## src/hdl/vpc_pkg.sv

```systemverilog
// constants, states and commands of the push-button volume control
// assumes a single 25 MHz system clock and no other clock domain
`default_nettype none
package vpc_pkg;
  // ----------------------------------------------------------------
  // clock and timebase
  // ----------------------------------------------------------------
  localparam int CLK_PERIOD_NS   = 40;
  localparam int MS_NS           = 1_000_000;
  localparam int TICK_CYCLES     = MS_NS / CLK_PERIOD_NS;
  localparam int ACT_RISE_NS     = 1_000;
  localparam int ACT_RISE_CYCLES =
    (ACT_RISE_NS + CLK_PERIOD_NS - 1) / CLK_PERIOD_NS;
  // ----------------------------------------------------------------
  // intervals in ms ticks
  // ----------------------------------------------------------------
  localparam int POWERUP_MS      = 10;
  localparam int DEBOUNCE_MS     = 20;
  localparam int LOCKOUT_MS      = 40;
  localparam int ZC_WINDOW_MS    = 32;
  localparam int AUTO_START_S    = 1;
  localparam int AUTO_START_MS   = AUTO_START_S * 1000;
  localparam int SLOW_HZ         = 4;
  localparam int FAST_HZ         = 8;
  localparam int SLOW_PERIOD_MS  = 1000 / SLOW_HZ;
  localparam int FAST_PERIOD_MS  = 1000 / FAST_HZ;
  localparam int SLOW_SPAN_S     = 4;
  localparam int FAST_START_MS   = AUTO_START_MS + SLOW_SPAN_S * 1000;
  localparam int ACT_FALL_STEP_S = 30;
  localparam int ACT_FALL_STEP_MS = ACT_FALL_STEP_S * 1000;
  // ----------------------------------------------------------------
  // tap codes
  // ----------------------------------------------------------------
  localparam int TAP_W = 6;
  localparam logic [TAP_W-1:0] TAP_TOP   = 6'h00;
  localparam logic [TAP_W-1:0] TAP_MUTE  = 6'h20;
  localparam logic [TAP_W-1:0] TAP_RESET = 6'h0a;
  localparam logic [TAP_W-1:0] TAP_PARK  = 6'h20;
  // ----------------------------------------------------------------
  // register map
  // ----------------------------------------------------------------
  localparam logic [7:0] ADR_CTRL   = 8'h00;
  localparam logic [7:0] ADR_STATUS = 8'h04;
  localparam logic [2:0] CTRL_RESET = 3'h0;
  // ----------------------------------------------------------------
  // types
  // ----------------------------------------------------------------
  typedef enum logic [2:0] {
    S_POWERUP = 3'b000,
    S_IDLE    = 3'b001,
    S_DISCARD = 3'b010,
    S_ZWAIT   = 3'b011,
    S_LOCK    = 3'b100,
    S_HOLD    = 3'b101
  } vpc_state_t;
  typedef enum logic [1:0] {
    CMD_NONE = 2'b00,
    CMD_INC  = 2'b01,
    CMD_DEC  = 2'b10,
    CMD_MUTE = 2'b11
  } vpc_cmd_t;
endpackage
`default_nettype wire

```

## src/hdl/vpc_debounce.sv

```systemverilog
// one button: synchroniser and low-level debounce filter
// assumes a one-cycle ms tick from the same clock domain
`default_nettype none
module vpc_debounce (
  input  wire logic clk,
  input  wire logic rst,
  input  wire logic tick,
  input  wire logic button_n,
  output logic      pressed
);
  logic       s1;
  logic       s2;
  logic [4:0] cnt;
  // ----------------------------------------------------------------
  // synchroniser
  // ----------------------------------------------------------------
  always_ff @(posedge clk)
  begin
    if (rst)
    begin
      s1 <= 1'b1;
      s2 <= 1'b1;
    end
    else
    begin
      s1 <= button_n;
      s2 <= s1;
    end
  end
  // ----------------------------------------------------------------
  // filter
  // ----------------------------------------------------------------
  always_ff @(posedge clk)
  begin
    if (rst || s2)
    begin
      cnt     <= 5'h00;
      pressed <= 1'b0;
    end
    else if (tick)
    begin
      if (cnt == 5'(vpc_pkg::DEBOUNCE_MS - 1))
        pressed <= 1'b1;
      else
        cnt <= cnt + 5'h01;
    end
  end
endmodule
`default_nettype wire

```

## src/hdl/vpc_activity.sv

```systemverilog
// audio activity flag with fast rise and programmable fall delay
// assumes threshold comparator outputs arrive asynchronously
`default_nettype none
module vpc_activity #(
  parameter int RISE_CYCLES = vpc_pkg::ACT_RISE_CYCLES
) (
  input  wire logic       clk,
  input  wire logic       rst,
  input  wire logic       tick,
  input  wire logic       above_left,
  input  wire logic       above_right,
  input  wire logic [2:0] sel,
  output logic            active
);
  logic [1:0]  s1;
  logic [1:0]  s2;
  logic [5:0]  rise_cnt;
  logic [17:0] fall_ms;
  function automatic logic [17:0] fall_limit(input logic [2:0] code);
    fall_limit = 18'((int'(code) + 1) * vpc_pkg::ACT_FALL_STEP_MS);
  endfunction
  always_ff @(posedge clk)
  begin
    if (rst)
    begin
      s1 <= 2'h0;
      s2 <= 2'h0;
    end
    else
    begin
      s1 <= {above_right, above_left};
      s2 <= s1;
    end
  end
  // ----------------------------------------------------------------
  // rise and fall timing
  // ----------------------------------------------------------------
  always_ff @(posedge clk)
  begin
    if (rst)
    begin
      rise_cnt <= 6'h00;
      fall_ms  <= 18'h0_0000;
      active   <= 1'b0;
    end
    else if (|s2)
    begin
      fall_ms <= 18'h0_0000;
      if (rise_cnt == 6'(RISE_CYCLES - 1))
        active <= 1'b1;
      else
        rise_cnt <= rise_cnt + 6'h01;
    end
    else
    begin
      rise_cnt <= 6'h00;
      if (sel == 3'h0)
        active <= 1'b0;
      else if (tick)
      begin
        if (fall_ms >= fall_limit(sel) - 18'h0_0001)
          active <= 1'b0;
        else
          fall_ms <= fall_ms + 18'h0_0001;
      end
    end
  end
endmodule
`default_nettype wire

```

## src/hdl/vpc_top.sv

```systemverilog
// push-button stereo volume control: buttons, tap counter, wipers
// assumes buttons and analog comparator outputs are asynchronous pins
// Contract
// - validated increment press moves both wipers one tap up
// - increment held 1s auto-steps at 4Hz for 4s, then 8Hz
// - at top tap increments are ignored, no wrap
// - validated decrement press moves both wipers one tap down
// - decrement held 1s auto-steps at 4Hz for 4s, then 8Hz
// - at mute bottom decrement is ignored, and mute too unless muted by mute
// - first mute moves both wipers to mute tap, remembering old tap
// - second mute restores the remembered tap
// - standby low disconnects arrays, parks wipers, low power
// - leaving standby restores the wipers held before
// - activity high while either input is above threshold
// - activity rises about 1us after detection, no delay
// - 3-bit select sets fall delay: 0, 60s, +30s up to 240s
// - press to tap change about 20ms incl. debounce, zero wait
// - 40ms lockout after validation ignores new commands
// - change at zero crossing within 32ms or at window end
// - reset presets wipers to tap 10, settles within 10ms
// - each channel waits for its own zero crossing
// - simultaneous presses are discarded after all released
// - tap held in a counter decoded to one tap
`default_nettype none
module vpc_top #(
  parameter int TICK_CYCLES = vpc_pkg::TICK_CYCLES
) (
  input  wire logic                      SYS_CLK,
  input  wire logic                      SYS_RST,
  input  wire logic [7:0]                WB_ADR_I,
  input  wire logic [31:0]               WB_DAT_I,
  input  wire logic [3:0]                WB_SEL_I,
  input  wire logic                      WB_WE_I,
  input  wire logic                      WB_CYC_I,
  input  wire logic                      WB_STB_I,
  output logic      [31:0]               WB_DAT_O,
  output logic                           WB_ACK_O,
  input  wire logic                      INC_BUTTON_N,
  input  wire logic                      DECREMENT_BUTTON_N,
  input  wire logic                      MUTE_BUTTON_N,
  input  wire logic                      STANDBY_N,
  input  wire logic                      LEFT_ZERO_CROSS,
  input  wire logic                      RIGHT_ZERO_CROSS,
  input  wire logic                      LEFT_ABOVE_THRESHOLD,
  input  wire logic                      RIGHT_ABOVE_THRESHOLD,
  output logic      [vpc_pkg::TAP_W-1:0] LEFT_TAP,
  output logic      [vpc_pkg::TAP_W-1:0] RIGHT_TAP,
  output logic                           ARRAY_CONNECT,
  output logic                           LOW_POWER,
  output logic                           ACTIVITY
);
  localparam int TW = vpc_pkg::TAP_W;
  logic [15:0]              tick_cnt;
  logic                     tick;
  logic [2:0]               pressed;
  logic [2:0]               buttons_n;
  logic [1:0]               sb_sync;
  logic [1:0]               zc1;
  logic [1:0]               zc2;
  logic                     stby;
  vpc_pkg::vpc_state_t      state;
  vpc_pkg::vpc_cmd_t        cmd;
  logic [TW-1:0]            tap;
  logic [TW-1:0]            saved;
  logic                     muted;
  logic [TW-1:0]            wiper [2];
  logic [1:0]               pend;
  logic                     launch;
  logic [5:0]               win_ms;
  logic [5:0]               lock_ms;
  logic [12:0]              hold_ms;
  logic [12:0]              due;
  logic [3:0]               pu_ms;
  logic [2:0]               delay_sel;
  logic                     multi;
  logic                     win_end;
  vpc_pkg::vpc_cmd_t        next_cmd;
  logic [TW-1:0]            next_tap;
  function automatic logic [TW-1:0] step_tap(
    input vpc_pkg::vpc_cmd_t c,
    input logic [TW-1:0]     t,
    input logic              m,
    input logic [TW-1:0]     s
  );
    step_tap = t;
    if (c == vpc_pkg::CMD_INC && t != vpc_pkg::TAP_TOP)
      step_tap = t - 6'h01;
    else if (c == vpc_pkg::CMD_DEC && t != vpc_pkg::TAP_MUTE)
      step_tap = t + 6'h01;
    else if (c == vpc_pkg::CMD_MUTE && m)
      step_tap = s;
    else if (c == vpc_pkg::CMD_MUTE && t != vpc_pkg::TAP_MUTE)
      step_tap = vpc_pkg::TAP_MUTE;
  endfunction
  // ----------------------------------------------------------------
  // ms timebase and pin synchronisers
  // ----------------------------------------------------------------
  always_ff @(posedge SYS_CLK)
  begin
    if (SYS_RST || tick_cnt == 16'(TICK_CYCLES - 1))
      tick_cnt <= 16'h0000;
    else
      tick_cnt <= tick_cnt + 16'h0001;
    tick <= !SYS_RST && (tick_cnt == 16'(TICK_CYCLES - 1));
  end
  always_ff @(posedge SYS_CLK)
  begin
    if (SYS_RST)
    begin
      sb_sync <= 2'h3;
      zc1     <= 2'h0;
      zc2     <= 2'h0;
    end
    else
    begin
      sb_sync <= {sb_sync[0], STANDBY_N};
      zc1     <= {RIGHT_ZERO_CROSS, LEFT_ZERO_CROSS};
      zc2     <= zc1;
    end
  end
  assign stby      = !sb_sync[1];
  assign buttons_n = {MUTE_BUTTON_N, DECREMENT_BUTTON_N, INC_BUTTON_N};
  for (genvar b = 0; b < 3; b++)
  begin : g_btn
    vpc_debounce u_db (
      .clk      (SYS_CLK),
      .rst      (SYS_RST),
      .tick     (tick),
      .button_n (buttons_n[b]),
      .pressed  (pressed[b])
    );
  end
  // ----------------------------------------------------------------
  // command decode
  // ----------------------------------------------------------------
  always_comb
  begin
    multi   = (pressed == 3'h3) || (pressed == 3'h5) ||
              (pressed == 3'h6) || (pressed == 3'h7);
    win_end = (win_ms >= 6'(vpc_pkg::ZC_WINDOW_MS));
    if (pressed[0])
      next_cmd = vpc_pkg::CMD_INC;
    else if (pressed[1])
      next_cmd = vpc_pkg::CMD_DEC;
    else if (pressed[2])
      next_cmd = vpc_pkg::CMD_MUTE;
    else
      next_cmd = vpc_pkg::CMD_NONE;
    if (state == vpc_pkg::S_HOLD)
      next_tap = step_tap(cmd, tap, muted, saved);
    else
      next_tap = step_tap(next_cmd, tap, muted, saved);
  end
  // ----------------------------------------------------------------
  // command sequencer
  // ----------------------------------------------------------------
  always_ff @(posedge SYS_CLK)
  begin
    if (SYS_RST)
    begin
      state   <= vpc_pkg::S_POWERUP;
      cmd     <= vpc_pkg::CMD_NONE;
      tap     <= vpc_pkg::TAP_RESET;
      saved   <= vpc_pkg::TAP_RESET;
      muted   <= 1'b0;
      launch  <= 1'b0;
      win_ms  <= 6'h00;
      lock_ms <= 6'h00;
      hold_ms <= 13'h0000;
      due     <= 13'(vpc_pkg::AUTO_START_MS);
      pu_ms   <= 4'h0;
    end
    else
    begin
      launch <= 1'b0;
      if (tick && !win_end)
        win_ms <= win_ms + 6'h01;
      if (tick && lock_ms < 6'(vpc_pkg::LOCKOUT_MS))
        lock_ms <= lock_ms + 6'h01;
      if (tick && hold_ms < 13'(vpc_pkg::FAST_START_MS))
        hold_ms <= hold_ms + 13'h0001;
      case (state)
        vpc_pkg::S_POWERUP:
        begin
          if (tick)
            pu_ms <= pu_ms + 4'h1;
          if (pu_ms == 4'(vpc_pkg::POWERUP_MS))
            state <= vpc_pkg::S_IDLE;
        end
        vpc_pkg::S_IDLE:
        begin
          if (multi)
            state <= vpc_pkg::S_DISCARD;
          else if (!stby && next_cmd != vpc_pkg::CMD_NONE)
          begin
            cmd     <= next_cmd;
            tap     <= next_tap;
            muted   <= (next_cmd == vpc_pkg::CMD_DEC) ? muted :
                       (next_cmd == vpc_pkg::CMD_MUTE) &&
                       (next_tap == vpc_pkg::TAP_MUTE) &&
                       (tap != vpc_pkg::TAP_MUTE);
            if (next_cmd == vpc_pkg::CMD_MUTE && !muted)
              saved <= tap;
            launch  <= 1'b1;
            win_ms  <= 6'h00;
            lock_ms <= 6'h00;
            hold_ms <= 13'h0000;
            due     <= 13'(vpc_pkg::AUTO_START_MS);
            state   <= vpc_pkg::S_ZWAIT;
          end
        end
        vpc_pkg::S_DISCARD:
        begin
          if (pressed == 3'h0)
            state <= vpc_pkg::S_IDLE;
        end
        vpc_pkg::S_ZWAIT:
        begin
          if (!launch && pend == 2'h0)
            state <= vpc_pkg::S_LOCK;
        end
        vpc_pkg::S_LOCK:
        begin
          if (multi)
            state <= vpc_pkg::S_DISCARD;
          else if (lock_ms >= 6'(vpc_pkg::LOCKOUT_MS))
            state <= vpc_pkg::S_HOLD;
        end
        vpc_pkg::S_HOLD:
        begin
          if (multi)
            state <= vpc_pkg::S_DISCARD;
          else if (pressed == 3'h0)
            state <= vpc_pkg::S_IDLE;
          else if (cmd != vpc_pkg::CMD_MUTE && hold_ms >= due)
          begin
            tap    <= next_tap;
            muted  <= muted && (cmd == vpc_pkg::CMD_DEC);
            launch <= 1'b1;
            win_ms <= 6'h00;
            state  <= vpc_pkg::S_ZWAIT;
            if (due < 13'(vpc_pkg::FAST_START_MS))
              due <= due + 13'(vpc_pkg::SLOW_PERIOD_MS);
            else
            begin
              hold_ms <= 13'(vpc_pkg::FAST_START_MS -
                             vpc_pkg::FAST_PERIOD_MS);
              due     <= 13'(vpc_pkg::FAST_START_MS);
            end
          end
        end
        default:
          state <= vpc_pkg::S_IDLE;
      endcase
    end
  end
  // ----------------------------------------------------------------
  // per-channel wipers
  // ----------------------------------------------------------------
  for (genvar ch = 0; ch < 2; ch++)
  begin : g_ch
    always_ff @(posedge SYS_CLK)
    begin
      if (SYS_RST)
      begin
        pend[ch]  <= 1'b0;
        wiper[ch] <= vpc_pkg::TAP_RESET;
      end
      else if (launch)
        pend[ch] <= 1'b1;
      else if (pend[ch] && (zc2[ch] || win_end))
      begin
        pend[ch]  <= 1'b0;
        wiper[ch] <= tap;
      end
    end
  end
  always_ff @(posedge SYS_CLK)
  begin
    if (SYS_RST)
    begin
      LEFT_TAP      <= vpc_pkg::TAP_RESET;
      RIGHT_TAP     <= vpc_pkg::TAP_RESET;
      ARRAY_CONNECT <= 1'b1;
      LOW_POWER     <= 1'b0;
    end
    else
    begin
      LEFT_TAP      <= stby ? vpc_pkg::TAP_PARK : wiper[0];
      RIGHT_TAP     <= stby ? vpc_pkg::TAP_PARK : wiper[1];
      ARRAY_CONNECT <= !stby;
      LOW_POWER     <= stby;
    end
  end
  vpc_activity u_act (
    .clk         (SYS_CLK),
    .rst         (SYS_RST),
    .tick        (tick),
    .above_left  (LEFT_ABOVE_THRESHOLD),
    .above_right (RIGHT_ABOVE_THRESHOLD),
    .sel         (delay_sel),
    .active      (ACTIVITY)
  );
  // ----------------------------------------------------------------
  // wishbone slave
  // ----------------------------------------------------------------
  always_ff @(posedge SYS_CLK)
  begin
    if (SYS_RST)
    begin
      WB_ACK_O  <= 1'b0;
      WB_DAT_O  <= 32'h0000_0000;
      delay_sel <= vpc_pkg::CTRL_RESET;
    end
    else
    begin
      WB_ACK_O <= WB_CYC_I && WB_STB_I && !WB_ACK_O;
      WB_DAT_O <= 32'h0000_0000;
      if (WB_CYC_I && WB_STB_I && !WB_ACK_O)
      begin
        if (WB_ADR_I == vpc_pkg::ADR_CTRL)
        begin
          WB_DAT_O <= {29'h0000_0000, delay_sel};
          if (WB_WE_I && WB_SEL_I[0])
            delay_sel <= WB_DAT_I[2:0];
        end
        else if (WB_ADR_I == vpc_pkg::ADR_STATUS)
          WB_DAT_O <= {22'h00_0000, state != vpc_pkg::S_IDLE, stby,
                       ACTIVITY, muted, tap};
      end
    end
  end

  logic start;
  assign start = (state == vpc_pkg::S_IDLE) && !multi && !stby &&
                 (next_cmd != vpc_pkg::CMD_NONE);
endmodule
`default_nettype wire

```

## config.mk

```make
export PLATFORM = sky130hd
export DESIGN_NAME = vpc_top
export DESIGN_NICKNAME = d
export VERILOG_FILES = /design/src/hdl/vpc_pkg.sv /design/src/hdl/vpc_debounce.sv /design/src/hdl/vpc_activity.sv /design/src/hdl/vpc_top.sv
export SDC_FILE = /design/constraint.sdc
export NUM_CORES = 1
export LEC_CHECK = 0
export ABC_AREA = 0
export BUFFER_PORTS_ARGS = -buffer_cell sky130_fd_sc_hd__buf_2
export CORE_MARGIN = 10
export CORE_UTILIZATION = 54
export DETAILED_ROUTE_END_ITERATION = 10
export MAX_ROUTING_LAYER = met4
export PLACE_DENSITY_LB_ADDON = 0.25
export SKIP_CTS_REPAIR_TIMING = 1
export SYNTH_ARGS = -nofsm -noshare
export SYNTH_HDL_FRONTEND = slang
export SYNTH_HIERARCHICAL = 1
export SYNTH_SLANG_ARGS = --single-unit
```

## constraint.sdc

```tcl
create_clock -name SYS_CLK -period 4.81 [get_ports SYS_CLK]
set_clock_uncertainty 0.2 [all_clocks]
set_input_delay 0.962 -clock SYS_CLK [delete_from_list [all_inputs] [get_ports SYS_CLK]]
set_output_delay 0.962 -clock SYS_CLK [all_outputs]
set_load 0.05 [all_outputs]
```

==> results of run 1 <==
metal layers:
layer	up-vias	wire length, µm
li1	4286	-
met1	3982	10600
met2	273	10600
met3	36	1570
met4	0	359
met5	-	0
logic make-up (layout without fill, tap and decap cells):
| logic type | count (synthesis) | count (layout) | synth area share (%) |
|---|---|---|---|
| simple gates | 465 | 465 | 24.8 |
| compound gates | 220 | 220 | 16.1 |
| flops | 178 | 178 | 36.6 |
| buf+inv | 110 | 185 | 5.14 |
| xor+xnor | 69 | 69 | 6.00 |
| fa+ha+maj | 65 | 65 | 8.06 |
| mux | 33 | 33 | 3.33 |
| other cells | 1 | 22 | 0.0372 |
area by class of cell:
| type | count | area, µm² | share of cell area, % |
|---|---|---|---|
| Clock buffer | 17 | 425 | 3.61 |
| Clock inverter | 15 | 166 | 1.41 |
| Inverter | 38 | 145 | 1.23 |
| Multi-Input combinational cell | 874 | 6250 | 53.0 |
| Sequential cell | 178 | 3690 | 31.3 |
| Tap cell | 229 | 287 | 2.43 |
| Timing Repair Buffer | 115 | 828 | 7.02 |
worst max-delay path, cell delays in order, from the launching register on:
cell and delay [ps]:
dfxtp_4 370, buf_6 100, inv_4 40, buf_12 110, nor3_4 250, buf_6 140, ha_1 150, ha_1 280
ha_4 300, a311o_1 340, a311oi_4 340, o221ai_2 170, nor4_2 320, xnor2_1 130, ha_1 310, nand4_1 170
or4_4 510, o211ai_4 310, clkbuf_16 220, o31ai_2 70, a21oi_1 140
state kept, by name, indices dropped and copies added (netlist names), 10 cells and up:
signal          flops
u_act/fall_ms      18
wiper              12
due                12
g_btn.u_db/cnt     15
tick_cnt           16
hold_ms            13
WB_DAT_O           10
power by group through the flow:
stage / logic, mW / registers [mW] / clock network, mW
after floorplan: 0.142 / 1.57 / 0
after global placement: 0.169 / 1.56 / 0
after detailed placement: 0.170 / 1.56 / 0
after CTS: 0.171 / 1.53 / 1.40
after global routing: 0.190 / 1.53 / 1.46
final: 0.173 / 1.53 / 1.37
cell usage after synthesis, types with 7 or more instances:
cell type    n
o21ai_0     32
nor2_1      87
inv_1       36
nor2b_1     18
and3_1      20
nor3_1      47
a311oi_1    11
or4_1       13
nand2_1     98
nand4_1     22
a211oi_1    12
o31ai_1     13
or3_1       14
edfxtp_1    12
xnor2_1     30
clkbuf_1    40
mux2i_1     29
ha_1        64
buf_4       22
nand2b_1    19
nor4_1       9
nand3_1     44
xor2_1      39
or2_2       16
dfxtp_1    166
nor3b_1      7
a21oi_1     47
and2_1      18
cells in the final DEF, fill, tap and decap left out, types with 38 or more instances in the layout:
cell type,count
buf_4,54
dfxtp_1,163
ha_1,55
buf_2,50
nand3_1,44
nor2_1,86
a21oi_1,44
nand2_1,98
nor3_1,45
xor2_1,38
path summary, 6_finish.rpt:
check	endpoint	slack, ps	cells after the start	start
worst max-delay path	u_act/fall_ms[4]	-240	20	delay_sel[0]
worst min register to register	g_btn[1].u_db/s2	200	1	g_btn[1].u_db/s1
worst min-delay path	g_btn[1].u_db/s2	200	1	g_btn[1].u_db/s1
worst max register to register	u_act/fall_ms[4]	-240	20	delay_sel[0]
metrics by stage:
step	hold WS, ps	setup slack (ps)	TNS [ps]
finish	204	-241	-3390
CTS	205	-339	-4790
global route	219	-407	-6700
floorplan	189	-1.38	-2.68
global placement	194	-191	-2780
detailed placement	194	-271	-3950
==> impl_metrics.yaml, run 1 <==
synth:
  synthArstFlopShare_pct: 0
  syn_area_um2: 10100
  synth.avg_cell_area_um2: 8.83
  ys_types: 93
  synth_area_leader_cell: "dfxtp_1"
  ys_ff_latch: 178
  synthCells: 1141
  synth_enable_flop_cells: 12
  ys.flop_type: "dfxtp_1"
  ys_top_cells_by_area: "dfxtp_1 (33%), ha_1 (7.9%), nand2_1 (3.7%)"
  ys_seq_area_share_pct: 36.6
  ys.warnings.count: 6
  synth_top_cell_area_share_pct: 33.0
cts:
  ctsRootBufferMaster: "clkbuf_16"
  cts_made_buffers: 17
  h-tree-depth: 4
  clk_path_buf_depth: 2
  path_clk_slew_ps: 70
  clk_latency_ps: 440
  cts_sinks: 178
  cts_tree: "built"
worst_hold_path:
  hp-class: "register to register"
drt:
  drt_wl_total_mm: 23.2
  drt-initial-drc-count: 614
  vias: 8577
  dr.pass1.iters: 5
  drcViolationCount: 0
  via_per_inst: 5.85
  wl_per_cell_um: 15.8
  drtAntennaViolNets: 0
floorplan:
  die_w_um: 157
  die_y_um: 157
  core_area_um2: 18100
  pin_count: 105
  rows: 49
  die-area_um2: 24500
  start_util_pct: 55.5
sta:
  post-route-min-period_ps: 5050
  drv_slew: 0
  slew_headroom_pct: 33.3
  setup_viol: 19
  fin_crit_sh_pct: 105
  timing.fmax_mhz: 198
  worst_pin_slew_ps: 987
  final-hold-violation-count: 0
  rsz0062_at_grt: "yes"
  layout_setup_ws_ps: -241
finish:
  area_delta_synth_final_pct: 17.1
  layout.nets: 1345
  post-route-util_pct: 65.0
  fillers: 1493
  antenna_cells: 0
  fin_area_um2: 11800
  drive_gt1_share_pct: 18.4
  final_cells: 1466
global_route:
  top_usage_layer: "met2"
  grt.total_usage_pct: 18.6
  grtUsageMet3_pct: 3.67
  grt_pass1_vias: 8007
  grt_first_pass_wirelength_mm: 37.5
  antenna_found_initial: 0
  use_met1_pct: 23.4
  grt_util_met2_pct: 29.7
  grt_max_degree: 50
  grt_overflow_total: 0
power_and_ir_drop:
  intPower_mw: 2.26
  power_frac_clock_pct: 44.7
  p_seq_share_pct: 49.7
  leakage_nw: 4.62
  p_sw_share_pct: 26.5
  p_per_area_nw_per_um2: 261
  power.total_mw: 3.07
  p_comb_share_pct: 5.6
  ir_drop_mv: 0.273
  p_switching_mw: 0.815
outcome:
  status: "finished, violations left"
  violations: "setup timing"
placed_design:
  place.gp.congestion: 0.895
  dp_cells: 1422
  dp_hpwl_mm: 15.8
  port_buffers: 50
  placed_cell_area_um2: 10800
critical_path:
  criticalPathCategory: "register to register"
  crit_arrival_ps: 5210
  worstSetupStartpointType: "register"
  cp-end-kind: "register"
  crit_path_max_fanout: 7
  cp.required_ps: 4970
flow_run:
  maxCapViolCount: 0
Note: power is estimated with default switching activity, not from simulation.
==> inputs of run 2 (changes only) <==
--- a/config.mk
+++ b/config.mk
@@ -7,8 +7,9 @@
 export LEC_CHECK = 0
 export ABC_AREA = 0
 export BUFFER_PORTS_ARGS = -buffer_cell sky130_fd_sc_hd__buf_2
-export CORE_MARGIN = 10
+export CORE_MARGIN = 3
 export CORE_UTILIZATION = 54
+export CTS_BUF_LIST = sky130_fd_sc_hd__clkbuf_16
 export DETAILED_ROUTE_END_ITERATION = 10
 export MAX_ROUTING_LAYER = met4
 export PLACE_DENSITY_LB_ADDON = 0.25
==> constraint.sdc (replaced) <==
create_clock -name SYS_CLK -period 4.81 [get_ports SYS_CLK]
set_clock_uncertainty 0.2 [all_clocks]
set_input_delay 0.962 -clock SYS_CLK [delete_from_list [all_inputs] [get_ports SYS_CLK]]
set_output_delay 0.962 -clock SYS_CLK [all_outputs]
set_load 0.01 [all_outputs]
==> run 2 against run 1 <==
  * The run still ends with setup timing left
  * Clock power increased by 4%
  * Critical path type unchanged
  * Wire length increased by 1.0%
  * Flip-flop and latch count unchanged
  * Sequential power about the same
==> impl_metrics.yaml, run 2 (synthesis gave the netlist of run 1 again) <==
drt:
  drcViolationCount: 0
  dr.pass1.iters: 5
  drt-initial-drc-count: 534
  via_per_inst: 5.92
  drt_wl_total_mm: 23.4
  vias: 8667
  wl_per_cell_um: 16.0
  drtAntennaViolNets: 0
outcome:
  violations: "setup timing"
  status: "finished, violations left"
cts:
  h-tree-depth: 4
  clk_path_buf_depth: 2
  cts_made_buffers: 17
  cts_tree: "built"
  path_clk_slew_ps: 80
  cts_sinks: 178
  clk_latency_ps: 440
  ctsRootBufferMaster: "clkbuf_16"
finish:
  layout_common_cells: "dfxtp_1 (163), nand2_1 (98), nor2_1 (85)"
  antenna_cells: 0
  top_regs: "u_act/fall_ms (18), tick_cnt (16), g_btn.u_db/cnt (15)"
  layout.nets: 1344
  layout_commonest_cell: "dfxtp_1"
  fillers: 1457
  drive_gt1_share_pct: 18.7
  area_delta_synth_final_pct: 17.4
  regMostFlops: "u_act/fall_ms"
  largest_reg_flops: 18
critical_path:
  rr_worst_depth: 18
  worstSetupStartpointType: "register"
  crit_arrival_ps: 5240
  cp-end-kind: "register"
  cp.required_ps: 4970
  crit_path_max_fanout: 8
  criticalPathCategory: "register to register"
floorplan:
  core_area_um2: 18100
  die_w_um: 143
  die-area_um2: 20300
  start_util_pct: 55.5
  pin_count: 105
  rows: 49
  die_y_um: 143
global_route:
  grt_overflow_total: 0
  antenna_found_initial: 0
  grt_max_degree: 38
  grt_first_pass_wirelength_mm: 36.8
  grt.total_usage_pct: 22.3
  grt_pass1_vias: 7922
sta:
  worst_pin_slew_ps: 1060
  slew_headroom_pct: 29.4
  post-route-min-period_ps: 5080
  hold_ws_ps: 211
  layout_setup_ws_ps: -270
  fin_crit_sh_pct: 106
  timing.fmax_mhz: 197
  setup_viol: 19
  final-hold-violation-count: 0
  rsz0062_at_grt: "yes"
  setup_tns_ps: -4200
  drv_slew: 0
placed_design:
  place.gp.congestion: 0.950
  port_buffers: 50
  dp_hpwl_mm: 15.5
power_and_ir_drop:
  ir_drop_mv: 0.269
  leakage_nw: 4.64
  p_per_area_nw_per_um2: 260
worst_hold_path:
  hp-class: "register to register"
  hold_depth: 1
flow_run:
  maxCapViolCount: 0
-- run 2: cell count changes in the layout (fill, tap and decap cells not counted), sizes merged --
cell      change
clkinvlp      -2
clkinv        +3
inv           -1
buf           -1
-- run 2: worst max-delay path, cell delays in order (launching register included) --
cell	delay, ps
dfxtp_4	380
buf_6	110
inv_6	30
buf_12	110
nor3_4	290
ha_4	260
ha_4	280
ha_4	200
or4b_4	560
a311oi_4	250
o221ai_2	160
nor4_2	330
xnor2_1	140
ha_1	340
a211o_1	330
a21oi_2	270
o2111ai_4	230
or3_4	380
a21oi_2	150
-- run 2: worst paths after layout --
check                                 startpoint  slack, ps                end
worst min register to register  g_btn[1].u_db/s1        210   g_btn[1].u_db/s2
worst min-delay path            g_btn[1].u_db/s1        210   g_btn[1].u_db/s2
worst max-delay path                delay_sel[0]       -270  u_act/fall_ms[10]
worst max register to register      delay_sel[0]       -270  u_act/fall_ms[10]
-- run 2: through the flow --
step	instances	setup WS (ps)	power, mW	util [%]	instance area (µm²)
4_1_cts	1452	-385	3.10	62.7	11400
3_5_place_dp	1420	-361	1.69	59.3	10800
2_1_floorplan	1162	-1.38	1.66	-	10200
5_1_grt	1465	-435	3.19	65.2	11800
6_report	1465	-270	3.08	65.2	11800
3_3_place_gp	1420	-254	1.69	59.3	10800
-- run 2: report_power, final --
part	total (mW)	leakage [nW]	internal (mW)	switching [mW]
clock	1.42	0.303	0.719	0.702
sequential	1.53	1.46	1.51	0.0199
combinational	0.130	2.88	0.0511	0.0790
total	3.08	4.64	2.28	0.800
-- run 2: final cells by class --
| class | instances | area (µm²) | share of cell area, % |
|---|---|---|---|
| Inverter | 38 | 148 | 1.25 |
| Clock inverter | 15 | 204 | 1.72 |
| Sequential cell | 178 | 3690 | 31.2 |
| Tap cell | 229 | 287 | 2.42 |
| Timing Repair Buffer | 114 | 783 | 6.62 |
| Multi-Input combinational cell | 874 | 6290 | 53.2 |
| Clock buffer | 17 | 425 | 3.60 |
-- run 2: layer usage --
metal / wire (µm) / global-route usage [%] / vias up
met5: 0 / - / -
met4: 443 / 8.00 / 0
met3: 1230 / 3.19 / 48
li1: - / - / 4288
met2: 11200 / 36.2 / 266
met1: 10500 / 28.5 / 4065
